**src/shared/pwmsq_pkg.sv**
```systemverilog
`default_nettype none
package pwmsq_pkg;
  localparam logic [11:0] OFS_STOP    = 12'h004;
  localparam logic [11:0] OFS_START0  = 12'h008;
  localparam logic [11:0] OFS_START1  = 12'h00c;
  localparam logic [11:0] OFS_STEP    = 12'h010;
  localparam logic [11:0] OFS_EVENT0  = 12'h104;
  localparam logic [11:0] OFS_ENABLE  = 12'h500;
  localparam logic [11:0] OFS_TOP     = 12'h508;
  localparam logic [11:0] OFS_DECODER = 12'h510;
  localparam logic [11:0] OFS_LOOP    = 12'h514;
  localparam logic [11:0] OFS_SEQ0    = 12'h520;
  localparam logic [11:0] SEQ_STRIDE  = 12'h020;
  localparam logic [11:0] OFS_PSEL0   = 12'h560;
  localparam logic [11:0] OFS_STATUS  = 12'h600;

  localparam int NUM_EV     = 7;
  localparam int EV_STOPPED = 0;
  localparam int EV_BEGUN0  = 1;
  localparam int EV_BEGUN1  = 2;
  localparam int EV_END0    = 3;
  localparam int EV_END1    = 4;
  localparam int EV_PERIOD  = 5;
  localparam int EV_LOOPS   = 6;

  localparam int DEC_MANUAL_BIT = 8;
  localparam int PSEL_DISC_BIT  = 31;
  localparam int PSEL_PIN_W     = 5;

  localparam logic [14:0] TOP_RST  = 15'h03e8;
  localparam logic [31:0] PSEL_RST = 32'hffffffff;
  localparam logic        WREQ_RST = 1'b1;

  typedef enum logic [2:0] {
    ST_IDLE  = 3'b000,
    ST_LOAD  = 3'b001,
    ST_PLAY  = 3'b010,
    ST_DELAY = 3'b011,
    ST_HOLD  = 3'b100
  } pwmsq_state_e;
endpackage : pwmsq_pkg
`default_nettype wire

```
**src/logic/pwmsq_playback.sv**
```systemverilog
// What this block does
// RULE1: after loops complete, refresh and delay are ignored; last value held.
// RULE2: looped play runs sequence 0, delay 0, sequence 1, delay 1, repeat.
// RULE3: looped play begins at whichever sequence's start task was triggered.
// RULE4: looped play always ends with sequence 1's end delay.
// RULE5: each sequence read from its own pointer and count, paced by its refresh.
// RULE6: sequence 1 chains after 0, pair repeated loop count times automatically.
// RULE7: refresh gives extra periods each value is held; 1 means every second period.
// RULE8: end delay inserts that many periods before the next sequence; zero none.
// RULE9: loop count 1 stops after one sequence 1, raising its end and loops complete.
// RULE10: manual mode: each step task applies next value at next period start.
// RULE11: loop count zero plays the started sequence once, for either sequence.
// RULE12: software programs a nonzero value count for every used sequence.
// RULE13: if the fetch is late, previous compare value repeats without glitch.
// RULE14: each channel routed to its selected pin; disconnected drives no pin.
// RULE15: pin selection applies only while enabled and running.
// RULE16: software sets used pins as outputs at level 0 before enabling.
// RULE17: gpio level sets idle pin whenever stopped or disabled.
// RULE18: software gives each pin to one peripheral only.
// RULE19: stop halts at end of running period, raises stopped, releases pins.
// RULE20: completed sequence 1 plays counted; loops complete raised exactly once.
`timescale 1ns/1ns
`default_nettype none
module pwmsq_playback #(
  parameter int NCH  = 4,
  parameter int NPIN = 32
) (
  input  wire logic            MCLK_IN,
  input  wire logic            RESET_IN,
  input  wire logic [11:0]     AVS_ADDRESS_IN,
  input  wire logic            AVS_READ_IN,
  input  wire logic            AVS_WRITE_IN,
  input  wire logic [31:0]     AVS_WRITEDATA_IN,
  input  wire logic [3:0]      AVS_BYTEENABLE_IN,
  output logic      [31:0]     AVS_READDATA_OUT,
  output logic                 AVS_WAITREQUEST_OUT,
  output logic                 RAM_REQ_OUT,
  output logic      [31:0]     RAM_ADDR_OUT,
  input  wire logic            RAM_ACK_IN,
  input  wire logic [15:0]     RAM_DATA_IN,
  output logic      [NPIN-1:0] PIN_OUT,
  output logic      [NPIN-1:0] PIN_OE_OUT,
  output logic                 STOPPED_EVENT_OUT,
  output logic      [1:0]      SEQUENCE_BEGUN_EVENT_OUT,
  output logic      [1:0]      SEQUENCE_END_EVENT_OUT,
  output logic                 PERIOD_END_EVENT_OUT,
  output logic                 LOOPS_COMPLETE_EVENT_OUT
);
  typedef struct packed {
    pwmsq_pkg::pwmsq_state_e           st;
    logic                              seq;
    logic [14:0]                       idx;
    logic [23:0]                       rcnt;
    logic [23:0]                       dcnt;
    logic [15:0]                       loops;
    logic [15:0]                       cmp;
    logic [15:0]                       nxt;
    logic                              nxt_vld;
    logic                              req;
    logic [31:0]                       addr;
    logic                              disc;
    logic                              stop_pend;
    logic                              step_pend;
    logic                              run;
    logic                              restart;
    logic [pwmsq_pkg::NUM_EV-1:0]      ev;
    logic [pwmsq_pkg::NUM_EV-1:0]      evs;
    logic                              wreq;
    logic [31:0]                       rdata;
    logic                              enable;
    logic [14:0]                       top;
    logic                              manual;
    logic [15:0]                       loopcnt;
    logic [1:0][31:0]                  ptr;
    logic [1:0][14:0]                  cnt;
    logic [1:0][23:0]                  refr;
    logic [1:0][23:0]                  dly;
    logic [NCH-1:0][31:0]              psel;
  } pwmsq_main_s;

  pwmsq_main_s q;
  pwmsq_main_s d;
  logic [11:0] a;
  logic [31:0] wd;
  logic        wr;
  logic        stop_t;
  logic        step_t;
  logic [1:0]  start_t;
  logic        start_any;
  logic        pe_w;
  logic [14:0] cnt_w;
  logic        lastv;
  logic        nlast;
  logic        want;
  logic [14:0] fidx;
  logic        adv;
  logic        fin;
  logic        go;
  logic        stop_now;
  logic [31:0] rd_word;

  assign a         = AVS_ADDRESS_IN;
  assign wd        = AVS_WRITEDATA_IN;
  // a write commits at the edge where waitrequest is seen low
  assign wr        = AVS_WRITE_IN && !q.wreq && (AVS_BYTEENABLE_IN == 4'hf);
  assign stop_t    = wr && (a == pwmsq_pkg::OFS_STOP) && wd[0];
  assign step_t    = wr && (a == pwmsq_pkg::OFS_STEP) && wd[0];
  assign start_t   = {wr && (a == pwmsq_pkg::OFS_START1) && wd[0],
                      wr && (a == pwmsq_pkg::OFS_START0) && wd[0]};
  assign start_any = |start_t;
  assign lastv     = (q.idx == q.cnt[q.seq] - 15'h0001);
  assign nlast     = (q.idx + 15'h0001 == q.cnt[q.seq] - 15'h0001);
  assign want      = (q.st == pwmsq_pkg::ST_LOAD) || (q.st == pwmsq_pkg::ST_PLAY && !lastv);
  assign fidx      = (q.st == pwmsq_pkg::ST_LOAD) ? 15'h0000 : q.idx + 15'h0001;
  assign adv       = q.manual ? q.step_pend : (q.rcnt == 24'h000000);

  always_comb
  begin
    rd_word = '0;
    case (a)
      pwmsq_pkg::OFS_ENABLE:  rd_word[0] = q.enable;
      pwmsq_pkg::OFS_TOP:     rd_word[14:0] = q.top;
      pwmsq_pkg::OFS_DECODER: rd_word[pwmsq_pkg::DEC_MANUAL_BIT] = q.manual;
      pwmsq_pkg::OFS_LOOP:    rd_word[15:0] = q.loopcnt;
      pwmsq_pkg::OFS_STATUS:  rd_word = {1'b0, q.idx, q.loops[7:0], 2'b00, q.run, q.seq,
                                         q.stop_pend, q.st};
      default: ;
    endcase
    for (int s = 0; s < 2; s++)
    begin
      if (a == 12'(pwmsq_pkg::OFS_SEQ0 + s * pwmsq_pkg::SEQ_STRIDE))
        rd_word = q.ptr[s];
      if (a == 12'(pwmsq_pkg::OFS_SEQ0 + s * pwmsq_pkg::SEQ_STRIDE + 4))
        rd_word[14:0] = q.cnt[s];
      if (a == 12'(pwmsq_pkg::OFS_SEQ0 + s * pwmsq_pkg::SEQ_STRIDE + 8))
        rd_word[23:0] = q.refr[s];
      if (a == 12'(pwmsq_pkg::OFS_SEQ0 + s * pwmsq_pkg::SEQ_STRIDE + 12))
        rd_word[23:0] = q.dly[s];
    end
    for (int c = 0; c < NCH; c++)
      if (a == 12'(pwmsq_pkg::OFS_PSEL0 + 4 * c))
        rd_word = q.psel[c];
    for (int e = 0; e < pwmsq_pkg::NUM_EV; e++)
      if (a == 12'(pwmsq_pkg::OFS_EVENT0 + 4 * e))
        rd_word[0] = q.evs[e];
  end

  always_comb
  begin
    d = q;
    d.ev = '0;
    d.restart = 1'b0;
    fin = 1'b0;
    go = 1'b0;
    stop_now = 1'b0;
    // bus: waitrequest drops for one cycle, one cycle after the request
    d.wreq = !((AVS_READ_IN || AVS_WRITE_IN) && q.wreq);
    if ((AVS_READ_IN || AVS_WRITE_IN) && q.wreq)
      d.rdata = rd_word;
    if (wr)
    begin
      case (a)
        pwmsq_pkg::OFS_ENABLE:  d.enable = wd[0];
        pwmsq_pkg::OFS_TOP:     d.top = wd[14:0];
        pwmsq_pkg::OFS_DECODER: d.manual = wd[pwmsq_pkg::DEC_MANUAL_BIT];
        pwmsq_pkg::OFS_LOOP:    d.loopcnt = wd[15:0];
        default: ;
      endcase
      for (int s = 0; s < 2; s++)
      begin
        if (a == 12'(pwmsq_pkg::OFS_SEQ0 + s * pwmsq_pkg::SEQ_STRIDE))
          d.ptr[s] = wd;
        if (a == 12'(pwmsq_pkg::OFS_SEQ0 + s * pwmsq_pkg::SEQ_STRIDE + 4))
          d.cnt[s] = wd[14:0];
        if (a == 12'(pwmsq_pkg::OFS_SEQ0 + s * pwmsq_pkg::SEQ_STRIDE + 8))
          d.refr[s] = wd[23:0];
        if (a == 12'(pwmsq_pkg::OFS_SEQ0 + s * pwmsq_pkg::SEQ_STRIDE + 12))
          d.dly[s] = wd[23:0];
      end
      for (int c = 0; c < NCH; c++)
        if (a == 12'(pwmsq_pkg::OFS_PSEL0 + 4 * c))
          d.psel[c] = wd;
      for (int e = 0; e < pwmsq_pkg::NUM_EV; e++)
        if (a == 12'(pwmsq_pkg::OFS_EVENT0 + 4 * e))
          d.evs[e] = 1'b0;
    end
    // value fetch, one outstanding request
    if (q.req && RAM_ACK_IN)
    begin
      d.req = 1'b0;
      d.disc = 1'b0;
      if (!q.disc)
      begin
        d.nxt = RAM_DATA_IN;
        d.nxt_vld = 1'b1;
      end
    end
    else if (!q.req && !q.nxt_vld && want)
    begin
      d.req = 1'b1;
      d.addr = q.ptr[q.seq] + {16'h0000, fidx, 1'b0}; // RULE5
    end
    if (pe_w && q.run)
      d.ev[pwmsq_pkg::EV_PERIOD] = 1'b1;
    case (q.st)
      pwmsq_pkg::ST_LOAD:
        if (q.nxt_vld)
        begin
          d.cmp = q.nxt;
          d.nxt_vld = 1'b0;
          d.idx = 15'h0000;
          d.rcnt = q.refr[q.seq]; // RULE5
          d.st = pwmsq_pkg::ST_PLAY;
          d.run = 1'b1;
          d.restart = 1'b1;
          d.ev[q.seq ? pwmsq_pkg::EV_BEGUN1 : pwmsq_pkg::EV_BEGUN0] = 1'b1;
          if (q.cnt[q.seq] == 15'h0001)
            d.ev[q.seq ? pwmsq_pkg::EV_END1 : pwmsq_pkg::EV_END0] = 1'b1;
        end
      pwmsq_pkg::ST_PLAY:
        if (pe_w)
        begin
          if (!q.manual && q.rcnt != 24'h000000)
            d.rcnt = q.rcnt - 24'h000001; // RULE7
          if (adv && lastv)
            fin = 1'b1;
          else if (adv && q.nxt_vld)
          begin
            d.cmp = q.nxt; // RULE10
            d.nxt_vld = 1'b0;
            d.idx = q.idx + 15'h0001;
            d.rcnt = q.refr[q.seq];
            d.step_pend = 1'b0;
            if (nlast)
              d.ev[q.seq ? pwmsq_pkg::EV_END1 : pwmsq_pkg::EV_END0] = 1'b1;
          end
          // a late fetch leaves cmp as it was for another period RULE13
        end
      pwmsq_pkg::ST_DELAY:
        if (pe_w)
        begin
          if (q.dcnt <= 24'h000001)
            go = 1'b1;
          else
            d.dcnt = q.dcnt - 24'h000001; // RULE8
        end
      pwmsq_pkg::ST_HOLD: ; // RULE1
      default: ;
    endcase
    if (fin)
    begin
      d.step_pend = 1'b0;
      if (q.loops == 16'h0000)
        d.st = pwmsq_pkg::ST_HOLD; // RULE11
      else if (q.dly[q.seq] == 24'h000000)
        go = 1'b1; // RULE8
      else
      begin
        d.st = pwmsq_pkg::ST_DELAY; // RULE4
        d.dcnt = q.dly[q.seq];
      end
    end
    if (go)
    begin
      if (!q.seq)
      begin
        d.seq = 1'b1; // RULE2 RULE6
        d.st = pwmsq_pkg::ST_LOAD;
      end
      else if (q.loops == 16'h0001)
      begin
        d.loops = 16'h0000; // RULE9 RULE20
        d.ev[pwmsq_pkg::EV_LOOPS] = 1'b1;
        d.st = pwmsq_pkg::ST_HOLD;
      end
      else
      begin
        d.loops = q.loops - 16'h0001; // RULE6
        d.seq = 1'b0;
        d.st = pwmsq_pkg::ST_LOAD;
      end
    end
    if (q.stop_pend && (pe_w || !q.run))
    begin
      stop_now = 1'b1;
      d.run = 1'b0; // RULE19
      d.st = pwmsq_pkg::ST_IDLE;
      d.stop_pend = 1'b0;
      d.nxt_vld = 1'b0;
      d.disc = d.req;
      d.ev[pwmsq_pkg::EV_STOPPED] = 1'b1;
    end
    if (stop_t)
      d.stop_pend = 1'b1;
    if (step_t && q.manual)
      d.step_pend = 1'b1;
    for (int s = 0; s < 2; s++)
      if (start_t[s] && q.enable)
      begin
        d.st = pwmsq_pkg::ST_LOAD; // RULE3
        d.seq = 1'(s);
        d.loops = q.loopcnt;
        d.nxt_vld = 1'b0;
        d.stop_pend = 1'b0;
        d.step_pend = 1'b0;
        d.disc = d.req;
      end
    if (!q.enable)
    begin
      d.run = 1'b0;
      d.st = pwmsq_pkg::ST_IDLE;
      d.stop_pend = 1'b0;
    end
    // hardware set beats software clear
    d.evs = d.evs | d.ev;
  end

  always_ff @(posedge MCLK_IN)
  begin
    if (RESET_IN)
    begin
      q <= '0;
      q.wreq <= pwmsq_pkg::WREQ_RST;
      q.top <= pwmsq_pkg::TOP_RST;
      q.psel <= {NCH{pwmsq_pkg::PSEL_RST}};
    end
    else
      q <= d;
  end

  pwmsq_period_timer u_timer (
    .clk_in         (MCLK_IN),
    .rst_in         (RESET_IN),
    .run_in         (q.run && q.enable),
    .restart_in     (q.restart),
    .top_in         (q.top),
    .cnt_out        (cnt_w),
    .period_end_out (pe_w)
  );

  pwmsq_pin_route #(
    .NCH  (NCH),
    .NPIN (NPIN)
  ) u_route (
    .clk_in     (MCLK_IN),
    .rst_in     (RESET_IN),
    .drive_in   (q.run && q.enable),
    .cnt_in     (cnt_w),
    .duty_in    (q.cmp),
    .psel_in    (q.psel),
    .pin_out    (PIN_OUT),
    .pin_oe_out (PIN_OE_OUT)
  );

  assign AVS_READDATA_OUT         = q.rdata;
  assign AVS_WAITREQUEST_OUT      = q.wreq;
  assign RAM_REQ_OUT              = q.req;
  assign RAM_ADDR_OUT             = q.addr;
  assign STOPPED_EVENT_OUT        = q.ev[pwmsq_pkg::EV_STOPPED];
  assign SEQUENCE_BEGUN_EVENT_OUT = q.ev[pwmsq_pkg::EV_BEGUN1:pwmsq_pkg::EV_BEGUN0];
  assign SEQUENCE_END_EVENT_OUT   = q.ev[pwmsq_pkg::EV_END1:pwmsq_pkg::EV_END0];
  assign PERIOD_END_EVENT_OUT     = q.ev[pwmsq_pkg::EV_PERIOD];
  assign LOOPS_COMPLETE_EVENT_OUT = q.ev[pwmsq_pkg::EV_LOOPS];
endmodule : pwmsq_playback
`default_nettype wire

```
**src/logic/pwmsq_period_timer.sv**
```systemverilog
`timescale 1ns/1ns
`default_nettype none
module pwmsq_period_timer (
  input  wire logic        clk_in,
  input  wire logic        rst_in,
  input  wire logic        run_in,
  input  wire logic        restart_in,
  input  wire logic [14:0] top_in,
  output logic      [14:0] cnt_out,
  output logic             period_end_out
);
  typedef struct packed {
    logic [14:0] cnt;
    logic        pe;
  } pwmsq_timer_s;

  pwmsq_timer_s q;
  pwmsq_timer_s d;
  logic [14:0]  lim;

  assign lim = (top_in == 15'h0000) ? 15'h0000 : top_in - 15'h0001;

  always_comb
  begin
    d = q;
    d.pe = 1'b0;
    if (!run_in || restart_in)
      d.cnt = 15'h0000;
    else if (q.cnt >= lim)
    begin
      d.cnt = 15'h0000;
      d.pe = 1'b1;
    end
    else
      d.cnt = q.cnt + 15'h0001;
  end

  always_ff @(posedge clk_in)
  begin
    if (rst_in)
      q <= '0;
    else
      q <= d;
  end

  assign cnt_out        = q.cnt;
  assign period_end_out = q.pe;
endmodule : pwmsq_period_timer
`default_nettype wire

```
**src/logic/pwmsq_pin_route.sv**
```systemverilog
`timescale 1ns/1ns
`default_nettype none
module pwmsq_pin_route #(
  parameter int NCH  = 4,
  parameter int NPIN = 32
) (
  input  wire logic              clk_in,
  input  wire logic              rst_in,
  input  wire logic              drive_in,
  input  wire logic [14:0]       cnt_in,
  input  wire logic [15:0]       duty_in,
  input  wire logic [NCH*32-1:0] psel_in,
  output logic      [NPIN-1:0]   pin_out,
  output logic      [NPIN-1:0]   pin_oe_out
);
  typedef struct packed {
    logic [NPIN-1:0] pin;
    logic [NPIN-1:0] oe;
  } pwmsq_route_s;

  pwmsq_route_s                              q;
  pwmsq_route_s                              d;
  logic                                      lvl;
  logic [NCH-1:0]                            con;
  logic [NCH-1:0][pwmsq_pkg::PSEL_PIN_W-1:0] sel;

  // bit 15 of the duty word inverts the polarity
  assign lvl = (cnt_in < duty_in[14:0]) ^ duty_in[15];

  genvar g;
  generate
    for (g = 0; g < NCH; g++)
    begin : g_ch
      assign con[g] = !psel_in[g*32 + pwmsq_pkg::PSEL_DISC_BIT];
      assign sel[g] = psel_in[g*32 +: pwmsq_pkg::PSEL_PIN_W];
    end
  endgenerate

  always_comb
  begin
    d.pin = '0;
    d.oe  = '0;
    for (int p = 0; p < NPIN; p++)
      for (int c = 0; c < NCH; c++)
        if (drive_in && con[c] && sel[c] == pwmsq_pkg::PSEL_PIN_W'(p)) // RULE14 RULE15
        begin
          d.oe[p]  = 1'b1;
          d.pin[p] = lvl;
        end
  end

  // released pins fall back to the gpio idle level
  always_ff @(posedge clk_in)
  begin
    if (rst_in)
      q <= '0;
    else
      q <= d; // RULE17
  end

  assign pin_out    = q.pin;
  assign pin_oe_out = q.oe;
endmodule : pwmsq_pin_route
`default_nettype wire

```
**config.mk**
```make
export PLATFORM = sky130hd
export DESIGN_NAME = pwmsq_playback
export DESIGN_NICKNAME = d
export VERILOG_FILES = /design/src/shared/pwmsq_pkg.sv /design/src/logic/pwmsq_playback.sv /design/src/logic/pwmsq_period_timer.sv /design/src/logic/pwmsq_pin_route.sv
export SDC_FILE = /design/constraint.sdc
export NUM_CORES = 2
export LEC_CHECK = 0
export BUFFER_PORTS_ARGS = -buffer_cell sky130_fd_sc_hd__buf_2
export CAP_MARGIN = 25
export CORE_MARGIN = 2
export CORE_UTILIZATION = 43
export DETAILED_ROUTE_END_ITERATION = 10
export HOLD_SLACK_MARGIN = 0.1
export PLACE_DENSITY = 0.67
export SKIP_CTS_REPAIR_TIMING = 1
export SLEW_MARGIN = 20
export SYNTH_ARGS = -nofsm -noshare
export SYNTH_HDL_FRONTEND = slang
export SYNTH_SLANG_ARGS = --single-unit
```
**constraint.sdc**
```tcl
create_clock -name MCLK_IN -period 18.6 [get_ports MCLK_IN]
set_clock_uncertainty 0.1 [all_clocks]
set_input_delay 2.79 -clock MCLK_IN [delete_from_list [all_inputs] [get_ports MCLK_IN]]
set_output_delay 2.79 -clock MCLK_IN [all_outputs]
set_load 0.05 [all_outputs]
```
=== Word-level counts from Yosys, hierarchy flattened ===
Cells that the tools add are included.

* Bits in registers: 632

* Bitwise operators: 9
* Add/sub/neg operators: 8
* Magnitude comparators: 8
* Equal/unequal tests: 165
* Reductions and logical operators: 223
* Multiplexer cells: 382

{| class="wikitable"
|+ Operators with widths
! kind !! number
|-
| $mux W24 || 15
|-
| $eq A5 B5 Y1 const B || 64
|-
| $mux W1 || 305
|-
| $mux W32 || 8
|-
| $eq A12 B11 Y1 const B || 17
|-
| $eq A5 B4 Y1 const B || 32
|-
| $logic_and A1 B1 Y1 || 158
|-
| $mux W39 || 4
|-
| $mux W16 || 9
|-
| $mux W15 || 7
|-
| $eq A12 B9 Y1 const B || 7
|-
| $eq A5 B3 Y1 const B || 16
|-
| $pmux W39 S2 || 1
|-
| $logic_not A24 Y1 || 2
|-
| $sub A24 B1 Y24 const B || 2
|-
| $mux W7 || 6
|-
| $eq A5 B2 Y1 const B || 8
|-
| $reduce_and A2 Y1 || 20
|-
| $mux W33 || 1
|-
| $add A32 B16 Y32 || 1
|-
| $pmux W16 S2 || 1
|-
| $add A15 B1 Y15 const B || 2
|-
| $eq A15 B15 Y1 || 2
|-
| $sub A15 B1 Y15 const B || 2
|-
| 51 further kinds || 105
|}

=== Longest topological paths before layout ===
* Depth after elaboration: 21
* Mapped depth: 22
* Mapped depth without buffers: 16

=== Modules after synthesis ===
Synthesis repeated with hierarchy kept, for this count alone.

* Cells, all modules: 4,047
* Area, all modules: 31,880.6 um^2

{| class="wikitable"
|+ Modules (own cells, without submodules)
! module !! cells each !! area an instance (um^2) !! instances
|-
| pwmsq_playback || 3,525 || 27,407.5 || 1
|-
| pwmsq_pin_route || 357 || 3,199.3 || 1
|-
| pwmsq_period_timer || 165 || 1,273.7 || 1
|}

=== Worst setup path after synthesis ===
No wires, ideal clock.

* Path kind: register -> register
* Start point: register q[548] in the netlist's numbering
* End point: register q[510] in the netlist's numbering
* Setup time: 95 ps
* Required time: 18,405 ps
* Arrival: 5,717 ps
* Stages on the path, launching flop included: 23
* Setup slack: 12,687 ps
* Cells stage by stage: dfxtp_1 buf_6 buf_6 buf_2 buf_4 buf_2 buf_2 buf_2 buf_1 clkbuf_1 mux2i_1 ha_1 nor4bb_1 nor2_1 xor3_1 or4b_4 a2111oi_4 nand3_4 a31o_1 buf_2 clkbuf_1 mux2i_1 a221oi_1

* Cells in the longest elaborated chain, start to end: 8
* Elaborated cells between the ends (all ways): 12
* Classes of those cells: add/sub: 1; eq/ne: 1; mux: 9; reduce/logical: 1

{| class="wikitable"
|+ Ends and longest elaborated chain
! item !! RTL line !! text
|-
| start, declared || pwmsq_playback.sv:81 || <nowiki>pwmsq_main_s q;</nowiki>
|-
| $mux W15 (implied by the code) (2 in series) || pwmsq_playback.sv:111 || <nowiki>assign lastv = (q.idx == q.cnt[q.seq] - 15'h0001);</nowiki>
|-
| $sub A15 B1 Y15 || pwmsq_playback.sv:111 ||
|-
| $eq A15 B15 Y1 || pwmsq_playback.sv:111 ||
|-
| $logic_and A1 B1 Y1 || pwmsq_playback.sv:225 || <nowiki>if (adv && lastv)</nowiki>
|-
| $mux W39 || pwmsq_playback.sv:225 ||
|-
| $mux W39 || pwmsq_playback.sv:221 || <nowiki>if (pe_w)</nowiki>
|-
| $pmux W39 S2 (*) || pwmsq_playback.sv:205 || <nowiki>case (q.st)</nowiki>
|}

Mark *: on every way between the ends. The rest lies on a longest branch, timed or not. The select of a mux whose other input is x is not followed.
A chain may end at the register's enable or synchronous reset.

=== Worst setup path in the final report ===
* Start point: register q[548] in the netlist's numbering
* End point: register q[390] in the netlist's numbering

* Cells in the longest elaborated chain, start to end: 15
* Elaborated cells between the ends (all ways): 42
* Classes of those cells: add/sub: 1; order compare: 4; eq/ne: 3; mux: 26; bitwise: 4; reduce/logical: 4

{| class="wikitable"
|+ Ends and longest elaborated chain
! item !! RTL line !! text
|-
| parallel branches: the longest is 13 deep, another holds $sub A15 B1 Y15 || - ||
|-
| $mux W1 (*) || pwmsq_playback.sv:263 || <nowiki>if (go)</nowiki>
|-
| $or A7 B7 Y7 (*) || pwmsq_playback.sv:315 || <nowiki>d.evs = d.evs | d.ev;</nowiki>
|}

Mark *: on every way between the ends. The select of a mux whose other input is x is not followed.

==> summary.txt <==
RR Startpoint = q[548]
1st-iter DRT viols = 4,507
Critical path startpoint = q[548]
Crit path largest cell delay = 0.78 ns
Leading area contributor after synthesis = dfxtp_1
Crit end category = flip-flop
Number of global-route vias before repair = 28,200
Synthesized net count = 4,177
H-tree Lvls = 3
Initial DRT Pass Iterations = 11
Reg clk slew, reported paths = 0.06 ns
CTS tree = done
Hold_sp = RAM_ADDR_OUT[18]
Commonest cells post-synth = nand2_1 (925), dfxtp_1 (632), a21oi_1 (325), nor2_1 (269), clkbuf_1 (263)
Gp weighted congestion = 1.02
Hold Path Class = flip-flop to flip-flop
Synth area leaders = dfxtp_1 (40%), nand2_1 (11%), a21oi_1 (5.1%)
Clock sink count = 632
Die X = 276 µm
Number of CTS-inserted buffers = 73
R2r setup slk = 12.56 ns
Min cycle time layout = 6.04 ns
Storage cell area = 12,700 µm²
Startpoint types = flip-flop
Fill count = 7,208
Worst r2r path cells = 12
Violated checks = DRC
Clock Path Buffers = 3
Routed WL = 126 mm
Floorplan die height = 276 µm
Top_reg_cell synth = dfxtp_1
Power Density = 83.8 nW/µm²
Max-capacitance violation count = 0
Most used cell, CP = buf_4
DR vias = 31,200
Hold path cells = 2
Worst-path fanout max = 50
Status = finished, violations left
Synth top area share = 39.8%
Ys async rst share = 0%
Static leakage power = 13.6 nW
Largest net degree at the start of global routing = 183
CTS Root Cell = clkbuf_16
F_max = 0.166 GHz
Worst slew pin tran = 1.08 ns
Port Buf Inserts = 205
CP max-delay cell = a21oi_2
GR Util All Layers = 32.1%
Worst Hold Endpoint = RAM_ADDR_OUT[18]
Initial antenna violation count = 7
First-pass GRT wire length = 184 mm
Vias per inst = 6.18
Synth cell types = 94
Multi-input gate area in the final layout = 17,400 µm²
Count leader, synth = nand2_1
WL met2 = 53.5 mm
Layout area overhead = 11.6%
Fin crit share = 32.5%
DRT met1 WL = 52.1 mm
Final setup TNS = 0 ns
Hold Slack = 0.352 ns
Global route overflow = 0
Crit Path Category = flip-flop to flip-flop
Final hold viol count = 0
Post-Syn Area = 31,800 µm²
Number of synthesized register bits = 632
Final Slew Violations = 0
WL met3 = 13.4 mm
Initial Util = 43.5%
WP data required = 19.06 ns
Mean routed wirelength per cell = 25.0 µm
RSZ-0062 raised after global routing = false
Detailed placement HPWL = 90.1 mm
Worst Path Arrival = 6.50 ns
Die ar. = 76,100 µm²
CORE AREA = 73,100 µm²
RR Endpoint = q[390]
Final ANT Viol Nets = 0
Share of cells above drive strength 1 = 11.5%
Synthesized instance count = 4,053
Clk_lat worst skew = 0.65 ns
Maximum vdd ir drop = 0.0000764 V
CP cell instances = buf_4 -> buf_4 -> clkinv_1 -> buf_4 -> or4_1 -> o22ai_1 -> nand4_1 -> nor3_1 -> nand4_1 -> a21oi_2 -> nand2_1 -> a21oi_1
Nets = 4,155
Synthesis Warnings = 0
Row cnt = 99
Ports = 206
DR top layer = met5
EDFF count, synth = 0
Sequential fraction of the synthesis area = 39.8%
Setup violators final = 0
DRC = 9
Worst rel slew slack = 27.7%
Syn Area/Cell = 7.84 µm²
-- final cells by class --
type	count	area share [%]
Antenna cell	4	0.0282
Sequential cell	632	35.7
Inverter	52	0.564
Multi-Input combinational cell	3004	49.0
Timing Repair Buffer	268	4.38
Tap cell	959	3.38
Clock inverter	26	1.09
Clock buffer	102	5.91
-- cells in the final DEF, fill, tap and decap left out, drive strengths merged, types with 38 or more instances in the layout --
cell / count
buf: 267
xor2: 50
ha: 54
a21oi: 326
nand3: 246
a22oi: 82
dfxtp: 632
nor2: 269
nor3: 99
nand4: 40
a222oi: 38
xnor2: 61
clkbuf: 103
a31oi: 43
nand2: 925
inv: 54
mux2i: 109
a211oi: 40
o21ai: 104
-- kinds of logic (layout without fill, tap and decap cells) --
group	after synthesis	after routing	share of synthesized area [%]
AO/OA/AOI/OAI	884	884	18.3
XOR/XNOR	121	121	3.78
adder cells (fa/ha/maj)	55	55	2.19
buffers and inverters	417	448	5.95
flip-flops	632	632	39.8
multiplexers	141	141	4.58
other	0	4	0
AND/OR/NAND/NOR	1803	1803	25.4
-- power by group --
part / switching, mW / internal, mW
clock: 0.609 / 0.901
sequential: 0.00442 / 1.36
combinational: 0.0823 / 0.0180
total: 0.695 / 2.28
-- worst max-delay path by stage --
stage / cells past startpoint / to
finish: 12 / q[390]
global placement: 10 / q[481]
global route: 12 / q[390]
CTS: 11 / q[511]
floorplan: 22 / q[510]
detailed placement: 8 / q[548]
-- metrics by stage --
stage | cells | instance area, µm² | utilization, % | power, mW | setup WS [ns]
detailed placement | 4910 | 32900 | 45.0 | 1.49 | 12.17
floorplan | 4053 | 31800 | - | 1.45 | 12.69
global placement | 4908 | 32900 | 45.0 | 1.49 | 12.26
CTS | 5038 | 35400 | 48.4 | 2.98 | 12.66
global route | 5047 | 35500 | 48.5 | 3.04 | 12.33
finish | 5047 | 35500 | 48.5 | 2.97 | 12.56
-- flip-flops by register name, indices dropped and copies added (netlist names), 2 cells and up --
name                      flops
u_route.pin_oe_out           32
SEQUENCE_END_EVENT_OUT        2
AVS_READDATA_OUT             32
RAM_ADDR_OUT                 32
u_route.pin_out              32
SEQUENCE_BEGUN_EVENT_OUT      2
q                           479
u_timer.cnt_out              15
-- worst max-delay path: cells and delay by family (launching register included) --
| family | cells | cell delay [ns] |
|---|---|---|
| AOI/OAI and AO/OA | 3 | 1.18 |
| buffers and inverters | 4 | 1.85 |
| DFF | 1 | 0.66 |
| and+or+nand+nor | 5 | 2.10 |
-- metal layers --
metal	track usage (%)	vias up
met4	16.7	2
met1	44.1	14800
li1	-	14200
met2	47.2	1828
met5	0	-
met3	6.67	339
(Power assumes the default switching activity.)
